File: src/ars_pkg.sv
package ars_pkg;

	// Command word accepted by the reference search command register
	localparam logic [7:0] ARS_OPCODE = 8'h0d;
	localparam int CMD_OP_LSB = 0;
	localparam int CMD_TYPE_LSB = 8;
	localparam logic [1:0] CMD_START = 2'h0;
	localparam logic [1:0] CMD_STOP = 2'h1;
	localparam logic [1:0] CMD_STATUS = 2'h2;

	// Register word indices, byte address is index times four
	localparam logic [5:0] IDX_CMD = 6'h00;
	localparam logic [5:0] IDX_MODE = 6'h01;
	localparam logic [5:0] IDX_SEARCH = 6'h02;
	localparam logic [5:0] IDX_CAL = 6'h03;
	localparam logic [5:0] IDX_DIST = 6'h04;
	localparam logic [5:0] IDX_POS = 6'h05;
	localparam logic [5:0] IDX_AUTOSTOP = 6'h06;

	// Status bits in the command register read value
	localparam int STAT_BUSY_BIT = 0;
	localparam int STAT_ERR_BIT = 1;
	localparam int STAT_ABORT_BIT = 2;

	// Mode register layout and values
	localparam int MODE_SWAP_BIT = 6;
	localparam int MODE_INV_BIT = 7;
	localparam logic [5:0] MODE_LEFT_ONLY = 6'h01;
	localparam logic [5:0] MODE_RIGHT_LEFT = 6'h02;
	localparam logic [5:0] MODE_RIGHT_LEFT_MID = 6'h03;
	localparam logic [5:0] MODE_LEFT_MID = 6'h04;
	localparam logic [5:0] MODE_HOME_NEG_REV = 6'h05;
	localparam logic [5:0] MODE_HOME_POS_REV = 6'h06;
	localparam logic [5:0] MODE_HOME_POS_FREE = 6'h07;
	localparam logic [5:0] MODE_HOME_NEG_FREE = 6'h08;

	// Reset values
	localparam logic [7:0] MODE_RST = 8'h01;
	localparam logic [15:0] SEARCH_PERIOD_RST = 16'h0064;
	localparam logic [15:0] CAL_PERIOD_RST = 16'h03e8;
	localparam logic [1:0] AUTOSTOP_RST = 2'h0;

	typedef enum logic [1:0] {SEL_LEFT = 2'h0, SEL_RIGHT = 2'h1, SEL_HOME = 2'h2} ars_sel_t;

	typedef enum logic [6:0] {
		ST_IDLE = 7'h01,
		ST_FIRST = 7'h02,
		ST_SEEK = 7'h04,
		ST_THRU = 7'h08,
		ST_OUT = 7'h10,
		ST_IN = 7'h20,
		ST_DONE = 7'h40
	} ars_state_t;

	// Byte-lane merge of a bus write into a stored word
	function automatic logic [31:0] ars_merge(input logic [31:0] old_v, input logic [31:0] new_v,
			input logic [3:0] sel);
		logic [31:0] r;
		r = old_v;
		for (int b = 0; b < 4; b++) begin
			if (sel[b]) begin
				r[8*b +: 8] = new_v[8*b +: 8];
			end
		end
		return r;
	endfunction

	// Midpoint of two switching positions
	function automatic logic [31:0] ars_center(input logic [31:0] a, input logic [31:0] b);
		logic [32:0] s;
		s = {a[31], a} + {b[31], b};
		return s[32:1];
	endfunction

	// Unsigned distance between two positions
	function automatic logic [31:0] ars_absdiff(input logic [31:0] a, input logic [31:0] b);
		logic [31:0] d;
		d = a - b;
		return d[31] ? (32'h0 - d) : d;
	endfunction

	// Active level of a selected switch, home polarity optionally inverted
	function automatic logic ars_active(input ars_sel_t sel, input logic [2:0] lvl, input logic inv);
		logic r;
		r = 1'b0;
		case (sel)
			SEL_LEFT: r = lvl[0];
			SEL_RIGHT: r = lvl[1];
			SEL_HOME: r = lvl[2] ^ inv;
			default: r = 1'b0;
		endcase
		return r;
	endfunction

endpackage

File: src/ars_axis_search.sv
`timescale 1ns/1ps
// How it works
// - A state machine runs the search and is started, stopped and polled by a command word carrying opcode 13.
// - The end-switch automatic stop settings are forced inactive while a search runs.
// - The axis moves at the search speed until the reference switch is first seen.
// - After a hit modes 1, 2, 5 and 6 creep back at calibration speed until release and re-enter; modes 3, 4, 7, 8 creep through; zero is the midpoint.
// - The mode register selects one of eight search procedures numbered 1 to 8.
// - Mode 1 searches the left end switch, or the right one when 64 is added.
// - Mode 2 searches right then left, zeroes on left, and reports the switch distance.
// - Mode 2 with the swap bit searches left first and zeroes on the right switch.
// - Mode 3 searches right, then takes the middle of the left switch as zero and reports the distance.
// - Mode 3 with the swap bit searches left first and zeroes on the middle of the right switch.
// - Mode 4 finds the middle of the left switch, or of the right one with the swap bit.
// - Mode 5 seeks home in negative direction and reverses at the left limit.
// - Mode 6 seeks home in positive direction and reverses at a limit switch.
// - Mode 7 seeks home positively, ignores the limits and zeroes on the home switch middle.
// - Mode 8 seeks home negatively and ignores the limits.
// - Adding 128 inverts the home switch polarity in modes 5 to 8.
module ars_axis_search import ars_pkg::*; (
	input wire logic clk_i,
	input wire logic rst_i,
	input wire logic wb_cyc_i,
	input wire logic wb_stb_i,
	input wire logic wb_we_i,
	input wire logic [7:0] wb_adr_i,
	input wire logic [3:0] wb_sel_i,
	input wire logic [31:0] wb_dat_i,
	output logic [31:0] wb_dat_o,
	output logic wb_ack_o,
	input wire logic sw_left_i,
	input wire logic sw_right_i,
	input wire logic sw_home_i,
	output logic step_o,
	output logic dir_o,
	output logic busy_o,
	output logic limit_stop_o
);
	ars_state_t state_q;
	logic ack_q, req, wr, cmd_wr, start_cmd, stop_cmd, err_q, abort_q, step, run, swap;
	logic [31:0] dat_q, rd_d, pos_q, dist_q, first_q, e1_q, ctr_q;
	logic [5:0] idx, base;
	logic [7:0] mode_q;
	logic [15:0] search_period_q, cal_period_q, period;
	logic [1:0] autostop_q;
	logic [2:0] sw_lvl;
	logic dec_valid, dec_has_first, dec_dir_first, dec_dir_seek, dec_thru, dec_rev;
	ars_sel_t dec_sel_first, dec_sel_seek, sel_first_q, sel_seek_q;
	logic has_first_q, dir_seek_q, thru_q, rev_q, inv_q, dir_q, cal_q;
	logic first_hit, seek_hit, limit_ahead;

	////////////////////////////////////////////////////////////////////////////
	// Switch inputs and step generation

	ars_sync u_sync (
		.clk_i(clk_i),
		.rst_i(rst_i),
		.raw_i({sw_home_i, sw_right_i, sw_left_i}),
		.lvl_o(sw_lvl)
	);

	// Speed is a step period of the value plus one clock cycles, so a larger value moves slower
	assign run = (state_q == ST_FIRST) || (state_q == ST_SEEK) || (state_q == ST_THRU) ||
		(state_q == ST_OUT) || (state_q == ST_IN);
	assign period = cal_q ? cal_period_q : search_period_q;

	ars_stepgen u_step (
		.clk_i(clk_i),
		.rst_i(rst_i),
		.run_i(run),
		.period_i(period),
		.step_o(step)
	);

	assign step_o = step;
	assign dir_o = dir_q;
	assign busy_o = (state_q != ST_IDLE);

	////////////////////////////////////////////////////////////////////////////
	// Wishbone slave

	// Ack one cycle after a request and take no request in the ack cycle, so a strobe still high with the ack is not taken twice
	assign req = wb_cyc_i && wb_stb_i && !ack_q;
	assign wr = req && wb_we_i;
	assign idx = wb_adr_i[7:2];
	assign cmd_wr = wr && (idx == IDX_CMD) && (&wb_sel_i[1:0]) &&
		(wb_dat_i[CMD_OP_LSB +: 8] == ARS_OPCODE);
	assign start_cmd = cmd_wr && (wb_dat_i[CMD_TYPE_LSB +: 2] == CMD_START);
	assign stop_cmd = cmd_wr && (wb_dat_i[CMD_TYPE_LSB +: 2] == CMD_STOP);

	// Read mux; unmapped words read as zero
	always_comb begin
		rd_d = 32'h0000_0000;
		case (idx)
			IDX_CMD: begin
				rd_d[STAT_BUSY_BIT] = busy_o;
				rd_d[STAT_ERR_BIT] = err_q;
				rd_d[STAT_ABORT_BIT] = abort_q;
			end
			IDX_MODE: rd_d[7:0] = mode_q;
			IDX_SEARCH: rd_d[15:0] = search_period_q;
			IDX_CAL: rd_d[15:0] = cal_period_q;
			IDX_DIST: rd_d = dist_q;
			IDX_POS: rd_d = pos_q;
			IDX_AUTOSTOP: rd_d[1:0] = autostop_q;
			default: rd_d = 32'h0000_0000;
		endcase
	end

	// Answer one cycle after the request
	always_ff @(posedge clk_i) begin
		if (rst_i) begin
			ack_q <= 1'b0;
			dat_q <= 32'h0000_0000;
		end else begin
			ack_q <= req;
			if (req && !wb_we_i) begin
				dat_q <= rd_d;
			end
		end
	end

	assign wb_ack_o = ack_q;
	assign wb_dat_o = dat_q;

	// Configuration writes; mode changes take effect at the next start, speed and autostop changes at once
	always_ff @(posedge clk_i) begin
		if (rst_i) begin
			mode_q <= MODE_RST;
			search_period_q <= SEARCH_PERIOD_RST;
			cal_period_q <= CAL_PERIOD_RST;
			autostop_q <= AUTOSTOP_RST;
		end else if (wr) begin
			case (idx)
				IDX_MODE: mode_q <= 8'(ars_merge({24'h0, mode_q}, wb_dat_i, wb_sel_i));
				IDX_SEARCH: search_period_q <= 16'(ars_merge({16'h0, search_period_q}, wb_dat_i, wb_sel_i));
				IDX_CAL: cal_period_q <= 16'(ars_merge({16'h0, cal_period_q}, wb_dat_i, wb_sel_i));
				IDX_AUTOSTOP: autostop_q <= 2'(ars_merge({30'h0, autostop_q}, wb_dat_i, wb_sel_i));
				default: ;
			endcase
		end
	end

	// End-switch stop is suppressed from the start edge on, since busy_o rises at that edge and is only seen here one edge later
	always_ff @(posedge clk_i) begin
		if (rst_i) begin
			limit_stop_o <= 1'b0;
		end else begin
			limit_stop_o <= !busy_o && !start_cmd &&
				((autostop_q[0] && sw_lvl[0]) || (autostop_q[1] && sw_lvl[1]));
		end
	end

	////////////////////////////////////////////////////////////////////////////
	// Mode decode

	assign base = mode_q[5:0];
	assign swap = mode_q[MODE_SWAP_BIT];

	// Turn the mode value into a plan of switches and directions; dir 1 is positive
	always_comb begin
		dec_valid = 1'b1;
		dec_has_first = 1'b0;
		dec_sel_first = SEL_RIGHT;
		dec_dir_first = 1'b1;
		dec_sel_seek = SEL_LEFT;
		dec_dir_seek = 1'b0;
		dec_thru = 1'b0;
		dec_rev = 1'b0;
		case (base)
			MODE_LEFT_ONLY, MODE_LEFT_MID: begin
				dec_sel_seek = swap ? SEL_RIGHT : SEL_LEFT;
				dec_dir_seek = swap;
				dec_thru = (base == MODE_LEFT_MID);
			end
			MODE_RIGHT_LEFT, MODE_RIGHT_LEFT_MID: begin
				dec_has_first = 1'b1;
				dec_sel_first = swap ? SEL_LEFT : SEL_RIGHT;
				dec_dir_first = !swap;
				dec_sel_seek = swap ? SEL_RIGHT : SEL_LEFT;
				dec_dir_seek = swap;
				dec_thru = (base == MODE_RIGHT_LEFT_MID);
			end
			MODE_HOME_NEG_REV: begin
				dec_sel_seek = SEL_HOME;
				dec_rev = 1'b1;
			end
			MODE_HOME_POS_REV: begin
				dec_sel_seek = SEL_HOME;
				dec_dir_seek = 1'b1;
				dec_rev = 1'b1;
			end
			MODE_HOME_POS_FREE: begin
				dec_sel_seek = SEL_HOME;
				dec_dir_seek = 1'b1;
				dec_thru = 1'b1;
			end
			MODE_HOME_NEG_FREE: begin
				dec_sel_seek = SEL_HOME;
				dec_thru = 1'b1;
			end
			default: dec_valid = 1'b0;
		endcase
	end

	////////////////////////////////////////////////////////////////////////////
	// Search state machine

	assign first_hit = ars_active(sel_first_q, sw_lvl, 1'b0);
	assign seek_hit = ars_active(sel_seek_q, sw_lvl, inv_q);
	// Only the limit in the direction of travel reverses, so a held switch cannot flip twice
	assign limit_ahead = dir_q ? sw_lvl[1] : sw_lvl[0];

	always_ff @(posedge clk_i) begin
		if (rst_i) begin
			state_q <= ST_IDLE;
			has_first_q <= 1'b0;
			sel_first_q <= SEL_RIGHT;
			sel_seek_q <= SEL_LEFT;
			dir_seek_q <= 1'b0;
			thru_q <= 1'b0;
			rev_q <= 1'b0;
			inv_q <= 1'b0;
			dir_q <= 1'b0;
			cal_q <= 1'b0;
			first_q <= 32'h0000_0000;
			e1_q <= 32'h0000_0000;
			ctr_q <= 32'h0000_0000;
			err_q <= 1'b0;
			abort_q <= 1'b0;
		end else if (stop_cmd && state_q != ST_IDLE) begin
			state_q <= ST_IDLE;
			abort_q <= 1'b1;
			cal_q <= 1'b0;
		end else begin
			case (state_q)
				ST_IDLE: begin
					if (start_cmd && !dec_valid) begin
						err_q <= 1'b1;
					end else if (start_cmd) begin
						err_q <= 1'b0;
						abort_q <= 1'b0;
						has_first_q <= dec_has_first;
						sel_first_q <= dec_sel_first;
						sel_seek_q <= dec_sel_seek;
						dir_seek_q <= dec_dir_seek;
						thru_q <= dec_thru;
						rev_q <= dec_rev;
						inv_q <= mode_q[MODE_INV_BIT] && (dec_sel_seek == SEL_HOME);
						dir_q <= dec_has_first ? dec_dir_first : dec_dir_seek;
						cal_q <= 1'b0;
						state_q <= dec_has_first ? ST_FIRST : ST_SEEK;
					end
				end
				ST_FIRST: begin
					if (first_hit) begin
						first_q <= pos_q;
						dir_q <= dir_seek_q;
						state_q <= ST_SEEK;
					end
				end
				ST_SEEK: begin
					if (seek_hit) begin
						e1_q <= pos_q;
						cal_q <= 1'b1;
						if (thru_q) begin
							state_q <= ST_THRU;
						end else begin
							dir_q <= !dir_q;
							state_q <= ST_OUT;
						end
					end else if (rev_q && limit_ahead) begin
						dir_q <= !dir_q;
					end
				end
				ST_THRU: begin
					// Passing through the switch gives its two edges in one sweep
					if (!seek_hit) begin
						ctr_q <= ars_center(e1_q, pos_q);
						state_q <= ST_DONE;
					end
				end
				ST_OUT: begin
					if (!seek_hit) begin
						e1_q <= pos_q;
						dir_q <= !dir_q;
						state_q <= ST_IN;
					end
				end
				ST_IN: begin
					if (seek_hit) begin
						ctr_q <= ars_center(e1_q, pos_q);
						state_q <= ST_DONE;
					end
				end
				ST_DONE: begin
					cal_q <= 1'b0;
					state_q <= ST_IDLE;
				end
				default: state_q <= ST_IDLE;
			endcase
		end
	end

	// Position counter; a step issued on the last moving cycle is still counted
	always_ff @(posedge clk_i) begin
		if (rst_i) begin
			pos_q <= 32'h0000_0000;
		end else begin
			pos_q <= pos_q + (step ? (dir_q ? 32'h0000_0001 : 32'hffff_ffff) : 32'h0000_0000) -
				((state_q == ST_DONE) ? ctr_q : 32'h0000_0000);
		end
	end

	// Switch distance is reported only by procedures that visit two switches
	always_ff @(posedge clk_i) begin
		if (rst_i) begin
			dist_q <= 32'h0000_0000;
		end else if (state_q == ST_DONE) begin
			dist_q <= has_first_q ? ars_absdiff(first_q, ctr_q) : 32'h0000_0000;
		end
	end
endmodule // ars_axis_search

File: src/ars_stepgen.sv
`timescale 1ns/1ps
// Step pulse generator: one pulse every period plus one cycles while running
module ars_stepgen import ars_pkg::*; (
	input wire logic clk_i,
	input wire logic rst_i,
	input wire logic run_i,
	input wire logic [15:0] period_i,
	output logic step_o
);
	logic [15:0] cnt_q;
	logic step_q;

	// Counter restarts whenever motion stops, so a new move begins with a full period
	always_ff @(posedge clk_i) begin
		if (rst_i || !run_i) begin
			cnt_q <= 16'h0000;
			step_q <= 1'b0;
		end else if (cnt_q >= period_i) begin
			cnt_q <= 16'h0000;
			step_q <= 1'b1;
		end else begin
			cnt_q <= cnt_q + 16'h0001;
			step_q <= 1'b0;
		end
	end

	assign step_o = step_q;
endmodule // ars_stepgen

File: src/ars_sync.sv
`timescale 1ns/1ps
// Three-stage switch synchroniser; a level counts once stages two and three agree
module ars_sync import ars_pkg::*; (
	input wire logic clk_i,
	input wire logic rst_i,
	input wire logic [2:0] raw_i,
	output logic [2:0] lvl_o
);
	logic [2:0] s1_q;
	logic [2:0] s2_q;
	logic [2:0] s3_q;
	logic [2:0] lvl_q;

	// Stage one feeds only stage two, so metastability never reaches the filter
	always_ff @(posedge clk_i) begin
		if (rst_i) begin
			s1_q <= 3'h0;
			s2_q <= 3'h0;
			s3_q <= 3'h0;
		end else begin
			s1_q <= raw_i;
			s2_q <= s1_q;
			s3_q <= s2_q;
		end
	end

	// Hold the old level while the late stages disagree
	always_ff @(posedge clk_i) begin
		if (rst_i) begin
			lvl_q <= 3'h0;
		end else begin
			lvl_q <= (~(s2_q ^ s3_q) & s3_q) | ((s2_q ^ s3_q) & lvl_q);
		end
	end

	assign lvl_o = lvl_q;
endmodule // ars_sync
File: config.mk
export PLATFORM = sky130hd
export DESIGN_NAME = ars_axis_search
export DESIGN_NICKNAME = d
export VERILOG_FILES = /design/src/ars_pkg.sv /design/src/ars_axis_search.sv /design/src/ars_stepgen.sv /design/src/ars_sync.sv
export SDC_FILE = /design/constraint.sdc
export NUM_CORES = 1
export LEC_CHECK = 0
export BUFFER_PORTS_ARGS = -buffer_cell sky130_fd_sc_hd__buf_2
export CORE_MARGIN = 3
export CORE_UTILIZATION = 35
export CTS_CLUSTER_DIAMETER = 40
export DETAILED_ROUTE_END_ITERATION = 7
export GPL_TIMING_DRIVEN = 0
export PLACE_DENSITY = 0.61
export SLEW_MARGIN = 30
export SYNTH_ARGS = -nofsm -noshare
export SYNTH_HDL_FRONTEND = slang
export SYNTH_HIERARCHICAL = 1
export SYNTH_SLANG_ARGS = --single-unit
File: constraint.sdc
create_clock -name clk_i -period 6.4 [get_ports clk_i]
set_input_delay 0.32 -clock clk_i [delete_from_list [all_inputs] [get_ports clk_i]]
set_output_delay 0.32 -clock clk_i [all_outputs]
set_load 0.03 [all_outputs]
Yosys cells after proc, flatten, opt, wreduce, memory -nomap -nowiden
Cells that the tools add are included. Widths: inputs -> output; s select.

Add/subtract/negate cells: 6. Muxes and demuxes: 57. Reduce and logical (&&, ||, !) cells: 68. Magnitude comparators: 1. Equal/unequal tests: 39. Bitwise operators: 8.

Operators with widths (number): $mux 32 (9); $pmux 32 s2 (2); $sub 32x32->32 (2); $mux 7 (7); $eq 6x3->1 const B (7); $pmux 7 s6 (1); $add 32x32->33 (1); $add 32x32->32 (1); $pmux 16 s2 (1); $pmux 8 s4 (1); $sub 1x32->32 const A (1); $reduce_and 3->1 (9); $pmux 5 s5 (1); $eq 6x2->1 const B (4); $mux 1 (23); $logic_and 1x1->1 (17); $add 16x1->16 const B (1); $ge 16x16->1 (1); $mux 16 (1); $ne 2x2->1 const B (8); $reduce_and 4->1 (4); $pmux 2 s7 (1); $reduce_or 2->1 (7); $eq 6x1->1 const B (2); 39 further kinds (67).

Logic and storage cells: 211. Output and inout bits: 37. Register bits: 285. Input bits: 52.

Logic depth before layout (Yosys ltp)
Gate-level depths: netlist of the first run.

Depth after elaboration: 11. Gate-level depth with buffers: 19. Depth with buffers taken out: 18.

Hierarchy
Netlist of the first run, hierarchy kept.

By module, submodules not included: ars_axis_search (area an instance 16520.8 sq um, instances 1, sequential area each 5104.9 sq um, cells each 2082); ars_stepgen (area an instance 1164.9 sq um, instances 1, sequential area each 340.3 sq um, cells each 133); ars_sync (area an instance 387.9 sq um, instances 1, sequential area each 240.2 sq um, cells each 31).

Worst setup path after synthesis of the first run
OpenSTA, ideal clock, no wires.

Path kind: register to register. Start: register u_step.step_q, in the netlist u_step/step_o. End: register pos_q[30]. Arrival: 5205 ps. Setup time: 128 ps. Slack: 1067 ps. Cell stages (with the launch flop): 16. Clock period less this slack: 5333 ps. Path buffers: 0. Required time: 6272 ps. Cell sequence: dfxtp_1 -> nand2b_1 -> fa_1 -> inv_1 -> fa_1 -> a21o_1 -> a221oi_1 -> a211oi_1 -> o211a_1 -> a211oi_1 -> o31a_1 -> a31o_2 -> o2111ai_1 -> a21oi_1 -> xor2_1 -> nor2_1.

Longest elaborated chain between the ends: 3.

RTL lines: from (decl) (line ars_stepgen.sv:11) `logic step_q;`; from (signal assigned) (line ars_stepgen.sv:17) `step_q <= 1'b0;`; from (signal assigned) (line ars_stepgen.sv:20) `step_q <= 1'b1;`; from (signal assigned) (line ars_stepgen.sv:23) `step_q <= 1'b0;`; $mux 32 (line ars_axis_search.sv:309) `pos_q <= pos_q + (step ? (dir_q ? 32'h0000_0001 : 32'hffff_ffff) : 32'h0000_0000) -`; $add 32x32->32 (line ars_axis_search.sv:309); $sub 32x32->32 (line ars_axis_search.sv:309); to (signal assigned) (line ars_axis_search.sv:309); to (decl) (line ars_axis_search.sv:40) `logic [31:0] dat_q, rd_d, pos_q, dist_q, first_q, e1_q, ctr_q;`.

No other way between the ends. A chain may end at the register's enable or synchronous reset.

Worst setup path in the final report of the first run
Start: register state_q[1]. End: register pos_q[30].

Longest elaborated chain between the ends: 3.

RTL lines: from (decl) (line ars_axis_search.sv:38) `ars_state_t state_q;`; from (signal assigned) (line ars_axis_search.sv:251) `state_q <= dec_has_first ? ST_FIRST : ST_SEEK;`; $eq 7x7->1 (line ars_axis_search.sv:310) `((state_q == ST_DONE) ? ctr_q : 32'h0000_0000);`; $mux 32 (line ars_axis_search.sv:310); $sub 32x32->32 (line ars_axis_search.sv:309).

No other way between the ends.

==> results.toml, run 1 <==
[final_layout]
drive_gt1_share_pct = 10.6
postLayoutCellArea_sq_um = 21000
finish.cell_count_without_fillers = 3078
commonest_non_fill_non_tap_cell_in_the_layout = "dfxtp_1"
final_nets = 2566
fillCellCount = 5062
diodes_inserted = 0
area_delta_synth_final_pct = 16.3
mostFrequentLayoutCells = "284 x dfxtp_1, 258 x nor2_1, 245 x nand2_1"
final_core_utilization_pct = 41.5

[power_and_ir_drop]
vdd_ir_drop_max_uv = 159
p_per_area_nw_per_um2 = 275
power.leakage_nw = 8.53
finalPower_mw = 5.79

[critical_path]
crit_buf_inv = 2
crit_family = "compound AO/OA/AOI/OAI gates"
timing.critical_path.fanout_max = 10
critical_path.endpoint_type = "flop"
worstSetupStartpointType = "flop"
critPathKind = "reg2reg"
crit_slowest_cell = "a211oi_1"
timing.critical_path.cells = "nor4_1 > nand3_2 > clkbuf_1 > nor2_1 > fa_1 > inv_1 > ha_1 > a21o_1 > a221oi_1 > a211oi_1 > o211a_1 > a211oi_1 > o31a_1 > a31o_2 > o2111ai_1 > a21oi_1 > xor2_1 > nor2_1"
critPathRequiredTime_ps = 6800
critical_path.max_stage_delay_ps = 670
timing.critical_path.arrival_ps = 6400

[timing]
fin_hold_ws_ps = 28.9
hold_violations = 0
fin_tns_setup_ps = 0
rsz0062_at_grt = "no"
fin_crit_sh_pct = 93.8
timing.final.crit_period_ps = 6010
tightest_slew_ps = 1010
setup_violations = 0
max_clock_freq_mhz = 166
slew_headroom_pct = 32.4
post-route-worst-setup-slack_ps = 394
slew_viol_final = 0
clk_skew_ps = 18.2

[routing]
post_route_antenna_net_violation_count = 0
finalWirelength_um = 56000
route.detailed.vias_per_inst = 5.39
detailedRoute.firstIterationViolations = 1337
routed-via-count = 16600
total_iterations_of_the_first_detailed_routing_run = 5
number_of_design_rule_violations_left_after_detail_routing = 0
detail_route.wl_per_cell_um = 18.2

[synth]
synth_warnings = 6
sequential_share_of_the_synthesized_area_pct = 31.5
post_synth_instance_area_sq_um = 18100
async_flop_share_pct = 0
postSynthRegisterBits = 284
synthFlopType = "dfxtp_1"
synth_cell_types = 93
syn_area_per_cell_sq_um = 8.05
synth.net_count = 2443
synth_edf_count = 0
synthCells = 2246

[die]
floorplan.rows = 82
initial_utilization_pct = 35.7
fp.dieArea_sq_um = 54400
placeable_area_sq_um = 50600
dieHeight_um = 233
die_w_um = 233
top_level_ports = 89

[global_routing]
wire_length_of_the_first_global_routing_pass_um = 87000
overflow = 0
grt_start_max_net_pins = 24
global_route.usage.total_pct = 20.2
antenna_found_initial = 1
first_global_vias = 15900

[clocking]
ctsRootBufferMaster = "clkbuf_16"
clock_sink_count = 284
clockBufferDepth = 3
cts_tree = "built"
clk-insertion-delay-late_ps = 570
cts.htree.levels = 2
total_clock_buffers_created_by_cts = 48
clk_transition_reported_paths_ps = 50

[placed_design]
dpl-instance-area_sq_um = 19300
gp_congestion = 0.914
dp_worst_setup_slack_ps = 195
place.detailed.instances = 2987
portBuffers = 67
dpl.hpwl_um = 43600

[run]
drv_cap = 0

[run_status]
run_status = "finished, final reports clean"

[hold_path]
class_of_the_most_critical_hold_timing_path = "in2reg"
## cell families after synthesis
family,count (synthesis),share of synthesized area [%]
AO/OA/AOI/OAI,535,19.3
XOR/XNOR,115,5.57
adder cells (fa/ha/maj),145,11.4
buffers and inverters,278,6.07
flip-flops,284,31.5
multiplexers,103,5.82
AND/OR/NAND/NOR,786,20.4
## power breakdown
group	leakage [nW]	internal, mW	switching [mW]
logic	5.44	0.484	0.721
clock network	0.794	1.67	0.977
registers	2.30	1.83	0.0996
## cell type report
class / instances / area, sq um / share of cell area [%]
Inverter: 178 / 668 / 3.18
Timing Repair Buffer: 73 / 403 / 1.92
Buffer: 100 / 432 / 2.05
Tap cell: 672 / 841 / 4.00
Clock inverter: 31 / 369 / 1.76
Sequential cell: 284 / 5690 / 27.1
Clock buffer: 56 / 1290 / 6.15
Multi-Input combinational cell: 1684 / 11300 / 53.9
## path summary, 6_finish.rpt
kind	startpoint	to	slack, ps	cells after the start
worst min register to register	u_sync/s1_q[0]	u_sync/s2_q[0]	440	1
worst min-delay path	wb_dat_i[15]	cal_period_q[15]	30	3
worst max-delay path	state_q[1]	pos_q[30]	390	18
worst max register to register	state_q[1]	pos_q[30]	390	18
## repair_timing
item,CTS,global route
endpoints found under the hold margin,4,0
hold buffers,4,0
setup buffers,0,0
setup endpoints to repair,0,3
resized for setup,0,1
## layer usage
| layer | up-vias | wire length, um | track usage, % |
|---|---|---|---|
| li1 | 8056 | - | - |
| met2 | 530 | 25300 | 32.6 |
| met3 | 111 | 3690 | 4.05 |
| met5 | - | 23 | 0 |
| met4 | 4 | 1910 | 6.62 |
| met1 | 7883 | 25000 | 27.0 |
## registers in the layout, summed over array words and instances (netlist names), 8 cells and up, named ones only
signal,cells
e1_q,32
cal_period_q,16
ctr_q,32
u_step/cnt_q,16
search_period_q,16
first_q,32
wb_dat_o,32
pos_q,32
mode_q,8
dist_q,32
## Yosys cell counts, types with 26 or more instances
library cell  number  area (sq um)
a21o_1            53           398
a21oi_1          189           946
a221oi_1          26           228
clkbuf_1          81           304
dfxtp_1          284          5690
fa_1              33           661
ha_1             112          1400
inv_1            178           668
mux2i_1           86           861
nand2_1          245           920
nand3_1           33           165
nor2_1           258           968
nor3_1            69           345
o21ai_0           82           410
xnor2_1           74           648
xor2_1            41           359
## worst min-delay path, delay by kind of cell
family	cells	cell delay [ps]
simple gates	1	70
mux	1	60
buf+inv	1	100
Power figures use the tool's default switching activity.
==> inputs of run 2 (changes only) <==
- CTS_BUF_LIST: unset -> sky130_fd_sc_hd__clkbuf_8 sky130_fd_sc_hd__clkbuf_16
- HOLD_SLACK_MARGIN: unset -> 0.1
- PLACE_DENSITY: 0.61 -> unset
==> run 2 against run 1 <==
Total power is 0.13% higher; worst setup slack better by 56 ps; wire length is 1.1% higher; die area stayed put; largest cell class unchanged; highest routed layer is now met4.
==> results.toml, run 2 (synthesized netlist as in run 1, its figures left out) <==
[run_status]
run_status = "finished, final reports clean"

[critical_path]
critPathRequiredTime_ps = 6820
timing.critical_path.fanout_max = 10
critical_path.endpoint_type = "flop"
critical_path.max_stage_delay_ps = 610
timing.critical_path.cells = "nor4_1 > nand3_2 > clkbuf_1 > nor2_1 > fa_1 > inv_1 > ha_1 > a21o_1 > a221oi_1 > a211oi_1 > o211a_1 > a211oi_1 > o31a_1 > a31o_2 > o2111ai_1 > a21oi_1 > xor2_1 > nor2_1"
timing.critical_path.arrival_ps = 6370
worstSetupStartpointType = "flop"
crit_buf_inv = 2
crit_family = "compound AO/OA/AOI/OAI gates"
critPathKind = "reg2reg"
crit_slowest_cell = "a211oi_1"

[clocking]
ctsRootBufferMaster = "clkbuf_16"
total_clock_buffers_created_by_cts = 49
cts_setup_buffers = 0
clock_sink_count = 284
clk_transition_reported_paths_ps = 60
clockBufferDepth = 3
cts.htree.levels = 2
clk-insertion-delay-late_ps = 590
cts_tree = "built"

[die]
top_level_ports = 89
initial_utilization_pct = 35.7
dieHeight_um = 233
die_w_um = 233
placeable_area_sq_um = 50600
floorplan.rows = 82
fp.dieArea_sq_um = 54400

[global_routing]
global_route.usage.total_pct = 20.4
grt_start_max_net_pins = 24
first_global_vias = 16100
overflow = 0
wire_length_of_the_first_global_routing_pass_um = 87700
antenna_found_initial = 0

[timing]
fin_hold_ws_ps = 270
slew_headroom_pct = 28.0
max_clock_freq_mhz = 168
fin_crit_sh_pct = 93.0
setup_violations = 0
timing.final.crit_period_ps = 5950
clk_skew_ps = 28.2
rsz0062_at_grt = "no"
hold_violations = 0
slew_viol_final = 0
tightest_slew_ps = 1080

[final_layout]
postLayoutCellArea_sq_um = 21200
mostFrequentLayoutCells = "284 x dfxtp_1, 258 x nor2_1, 245 x nand2_1"
commonest_non_fill_non_tap_cell_in_the_layout = "dfxtp_1"
final_core_utilization_pct = 41.9
drive_gt1_share_pct = 10.6
diodes_inserted = 0
fillCellCount = 5024
area_delta_synth_final_pct = 17.3
final_nets = 2585

[placed_design]
gp_congestion = 0.917
dpl-instance-area_sq_um = 19300
portBuffers = 67
dpl.hpwl_um = 44000

[routing]
number_of_design_rule_violations_left_after_detail_routing = 0
route.detailed.vias_per_inst = 5.39
detail_route.wl_per_cell_um = 18.3
post_route_antenna_net_violation_count = 0
finalWirelength_um = 56600
total_iterations_of_the_first_detailed_routing_run = 6
detailedRoute.firstIterationViolations = 1289
routed-via-count = 16700

[power_and_ir_drop]
vdd_ir_drop_max_uv = 180
finalPower_mw = 5.79
p_per_area_nw_per_um2 = 273
power.leakage_nw = 8.62

[run]
drv_cap = 0

[hold_path]
class_of_the_most_critical_hold_timing_path = "in2reg"
[run 2: layout make-up]
| cell class | count | area (sq um) | share of cell area, % |
|---|---|---|---|
| clock buffer | 55 | 1310 | 6.17 |
| inverter | 178 | 668 | 3.15 |
| sequential | 284 | 5690 | 26.8 |
| multi-input combinational | 1684 | 11300 | 53.4 |
| clock inverter | 34 | 354 | 1.67 |
| buffer | 100 | 432 | 2.04 |
| tap | 672 | 841 | 3.97 |
| timing repair buffer | 91 | 583 | 2.75 |
[run 2: worst paths after layout]
check,from,end,slack [ps],cells past startpoint
hold reg to reg,u_sync/s1_q[0],u_sync/s2_q[0],440,1
hold / removal,wb_adr_i[3],wb_dat_o[0],270,4
setup / recovery,state_q[1],pos_q[30],450,18
setup reg to reg,state_q[1],pos_q[30],450,18
[run 2: tightest hold or removal path, delay by kind of cell]
kind / cells / cell delay [ps]
AOI/OAI and AO/OA: 2 / 270
buffers and inverters: 1 / 140
and+or+nand+nor: 1 / 50
[run 2: timing repair]
| action | CTS | global route |
|---|---|---|
| endpoints found under the hold margin | 43 | 0 |
| endpoints found under the setup margin | 0 | 3 |
| hold buffers | 22 | 0 |
| gates resized for setup | 0 | 2 |
[run 2: metrics by stage]
stage	cells	TNS (ps)	setup WS (ps)
3_3_place_gp	2985	-2500	-626
3_5_place_dp	2987	0	191
6_report	3098	0	450
4_1_cts	3098	0	117
5_1_grt	3098	0	42.9
2_1_floorplan	2246	0	1070
[run 2: layer usage]
layer  wire (um)  global-route usage [%]  up-vias  share of wire [%]
li1            -                       -     8108                  -
met1       25400                    27.2     7966                 45
met2       25400                    32.7      504                 45
met3        3670                    3.67      120                6.5
met4        2110                    8.08        0                3.7
met5           0                       0        -                  0
[run 2: power breakdown]
group          switching, mW  internal [mW]
clock network          0.992           1.65
registers              0.101           1.83
logic                  0.721          0.493
total                   1.81           3.98
==> inputs of run 3 (changes only) <==
--- a/config.mk
+++ b/config.mk
@@ -9,3 +9,3 @@
 export CORE_MARGIN = 3
-export CORE_UTILIZATION = 35
+export CORE_UTILIZATION = 63
 export CTS_BUF_LIST = sky130_fd_sc_hd__clkbuf_8 sky130_fd_sc_hd__clkbuf_16
@@ -15,2 +15,3 @@
 export HOLD_SLACK_MARGIN = 0.1
+export PLACE_DENSITY = 0.82
 export SLEW_MARGIN = 30
--- a/constraint.sdc
+++ b/constraint.sdc
@@ -3,2 +3,2 @@
 set_output_delay 0.32 -clock clk_i [all_outputs]
-set_load 0.03 [all_outputs]
+set_load 0.01 [all_outputs]
==> run 3 against run 2 <==
Worst hold slack worse by 150 ps; critical path type unchanged; core utilization up 31 points; largest power group unchanged; global-route usage up 14 points; critical path depth unchanged; final cell count down 10%; wire length down 6.1%; clock power down 19%; design area down 3.9%; sequential share of layout area up 1.1 points; worst setup slack worse by 28 ps.
==> results.toml, run 3 (synthesized netlist as in run 1, its figures left out) <==
[placed_design]
dp_worst_setup_slack_ps = 433
dpl.hpwl_um = 40400
gp_congestion = 0.970
dpl-instance-area_sq_um = 19000
portBuffers = 67

[power_and_ir_drop]
p_per_area_nw_per_um2 = 258
pwr-share-comb_pct = 22.5
p_sw_mw = 1.67
fraction_of_power_spent_switching_nets_pct = 31.7
share_clk_of_total_power_pct = 40.8
power.leakage_nw = 8.41
sequentialPowerShare_pct = 36.7
vdd_ir_drop_max_uv = 203
cellInternalPower_mw = 3.60

[final_layout]
area_delta_synth_final_pct = 12.8
final_nets = 2567
diodes_inserted = 0
drive_gt1_share_pct = 9.78
postLayoutCellArea_sq_um = 20400
mostFrequentLayoutCells = "284 x dfxtp_1, 258 x nor2_1, 245 x nand2_1"
commonest_non_fill_non_tap_cell_in_the_layout = "dfxtp_1"
final_core_utilization_pct = 72.8

[die]
fp.dieArea_sq_um = 30800
floorplan.rows = 61
placeable_area_sq_um = 28000
dieHeight_um = 175
initial_utilization_pct = 64.5
top_level_ports = 89
die_w_um = 175

[global_routing]
first_global_vias = 16400
global_route.usage.total_pct = 34.0
overflow = 0
grt_start_max_net_pins = 30
wire_length_of_the_first_global_routing_pass_um = 84900
antenna_found_initial = 1

[clocking]
clockBufferDepth = 3
clock_sink_count = 284
cts.htree.levels = 2
clk-insertion-delay-late_ps = 530
clk_transition_reported_paths_ps = 60
ctsRootBufferMaster = "clkbuf_16"
total_clock_buffers_created_by_cts = 40
cts_tree = "built"

[timing]
rsz0062_at_grt = "no"
fin_tns_setup_ps = 0
max_clock_freq_mhz = 167
post-route-worst-setup-slack_ps = 422
hold_violations = 0
slew_viol_final = 0
setup_violations = 0
slew_headroom_pct = 23.8
fin_crit_sh_pct = 93.4
timing.final.crit_period_ps = 5980
clk_skew_ps = 16.8
tightest_slew_ps = 1140

[critical_path]
critPathRequiredTime_ps = 6780
worstSetupStartpointType = "flop"
critPathKind = "reg2reg"
crit_slowest_cell = "nand3_1"
timing.critical_path.arrival_ps = 6360
critical_path.endpoint_type = "flop"
timing.critical_path.fanout_max = 10
critical_path.max_stage_delay_ps = 620
r2r_setup_slk_ps = 420
timing.critical_path.cells = "nor4_1 > nand3_1 > clkbuf_1 > nor2_1 > fa_1 > inv_1 > ha_1 > a21o_1 > a221oi_1 > a211oi_1 > o211a_1 > a211oi_1 > o31a_1 > a31o_2 > o2111ai_1 > a21oi_1 > xor2_1 > nor2_1"

[routing]
post_route_antenna_net_violation_count = 0
detail_route.wl_per_cell_um = 19.1
detailedRoute.firstIterationViolations = 1599
routed-via-count = 17000
total_iterations_of_the_first_detailed_routing_run = 6
number_of_design_rule_violations_left_after_detail_routing = 0
route.detailed.vias_per_inst = 6.13
finalWirelength_um = 53200

[run]
drv_cap = 0

[run_status]
run_status = "finished, final reports clean"

[hold_path]
class_of_the_most_critical_hold_timing_path = "in2reg"
==> run 3: changes by cell type in the layout (fill, tap and decap cells not counted), sizes merged <==
cell and change:
clkbuf -13, dlygate4sd3 -10, bufinv -2, clkinvlp +2, buf +1, clkinv -1
inv -1
==> run 3: worst paths after layout <==
| path | startpoint | endpoint | cells after the start |
|---|---|---|---|
| setup / recovery | state_q[1] | pos_q[30] | 18 |
| hold / removal | wb_dat_i[3] | cal_period_q[3] | 3 |
| setup reg to reg | state_q[1] | pos_q[30] | 18 |
| hold reg to reg | u_sync/s1_q[1] | u_sync/s2_q[1] | 1 |
==> run 3: power groups by stage <==
stage	clock, mW	combinational (mW)	sequential, mW
2_1_floorplan	0	0.899	1.92
3_3_place_gp	0	1.11	1.97
3_5_place_dp	0	1.15	1.97
4_1_cts	2.16	1.17	1.93
5_1_grt	2.25	1.34	1.94
6_report	2.15	1.18	1.93
==> run 3: repair_timing <==
action                    in CTS  in global routing
hold endpoints to repair      16                  0
gates resized for setup        0                  0
buffers inserted               0                  0
hold buffers                  12                  0
==> run 3: metal layers <==
metal  part of all wire [%]  GRT usage, %  vias to the layer above
li1                       -             -                     8056
met1                     42          45.7                     8056
met2                     44          53.7                      753
met3                    8.9          6.68                      173
met4                    4.7          14.5                        2
met5                  0.036             0                        -
==> run 3: critical path: cells and delay by family (launching register included) <==
family	cells	cell delay [ps]
and+or+nand+nor	4	1310
buffers and inverters	2	500
xor gates and xnor gates	1	220
adders and majority gates	2	720
DFF	1	350
AOI/OAI and AO/OA	9	2730
==> run 3: final cells by class <==
cell class	instances	area, sq um
sequential	284	5690
buffer	100	429
clock buffer	42	1040
tap	378	473
fill	2206	7630
inverter	178	668
multi-input combinational	1684	11300
clock inverter	32	270
timing repair buffer	82	498
==> run 3: per-stage QoR <==
step / power (mW) / hold slack, ps / cells
after floorplan: 2.82 / 415 / 2246
after global placement: 3.08 / 417 / 2691
after CTS: 5.26 / 104 / 2780
final: 5.27 / 123 / 2780
after global routing: 5.53 / 108 / 2780
after detailed placement: 3.12 / 430 / 2694
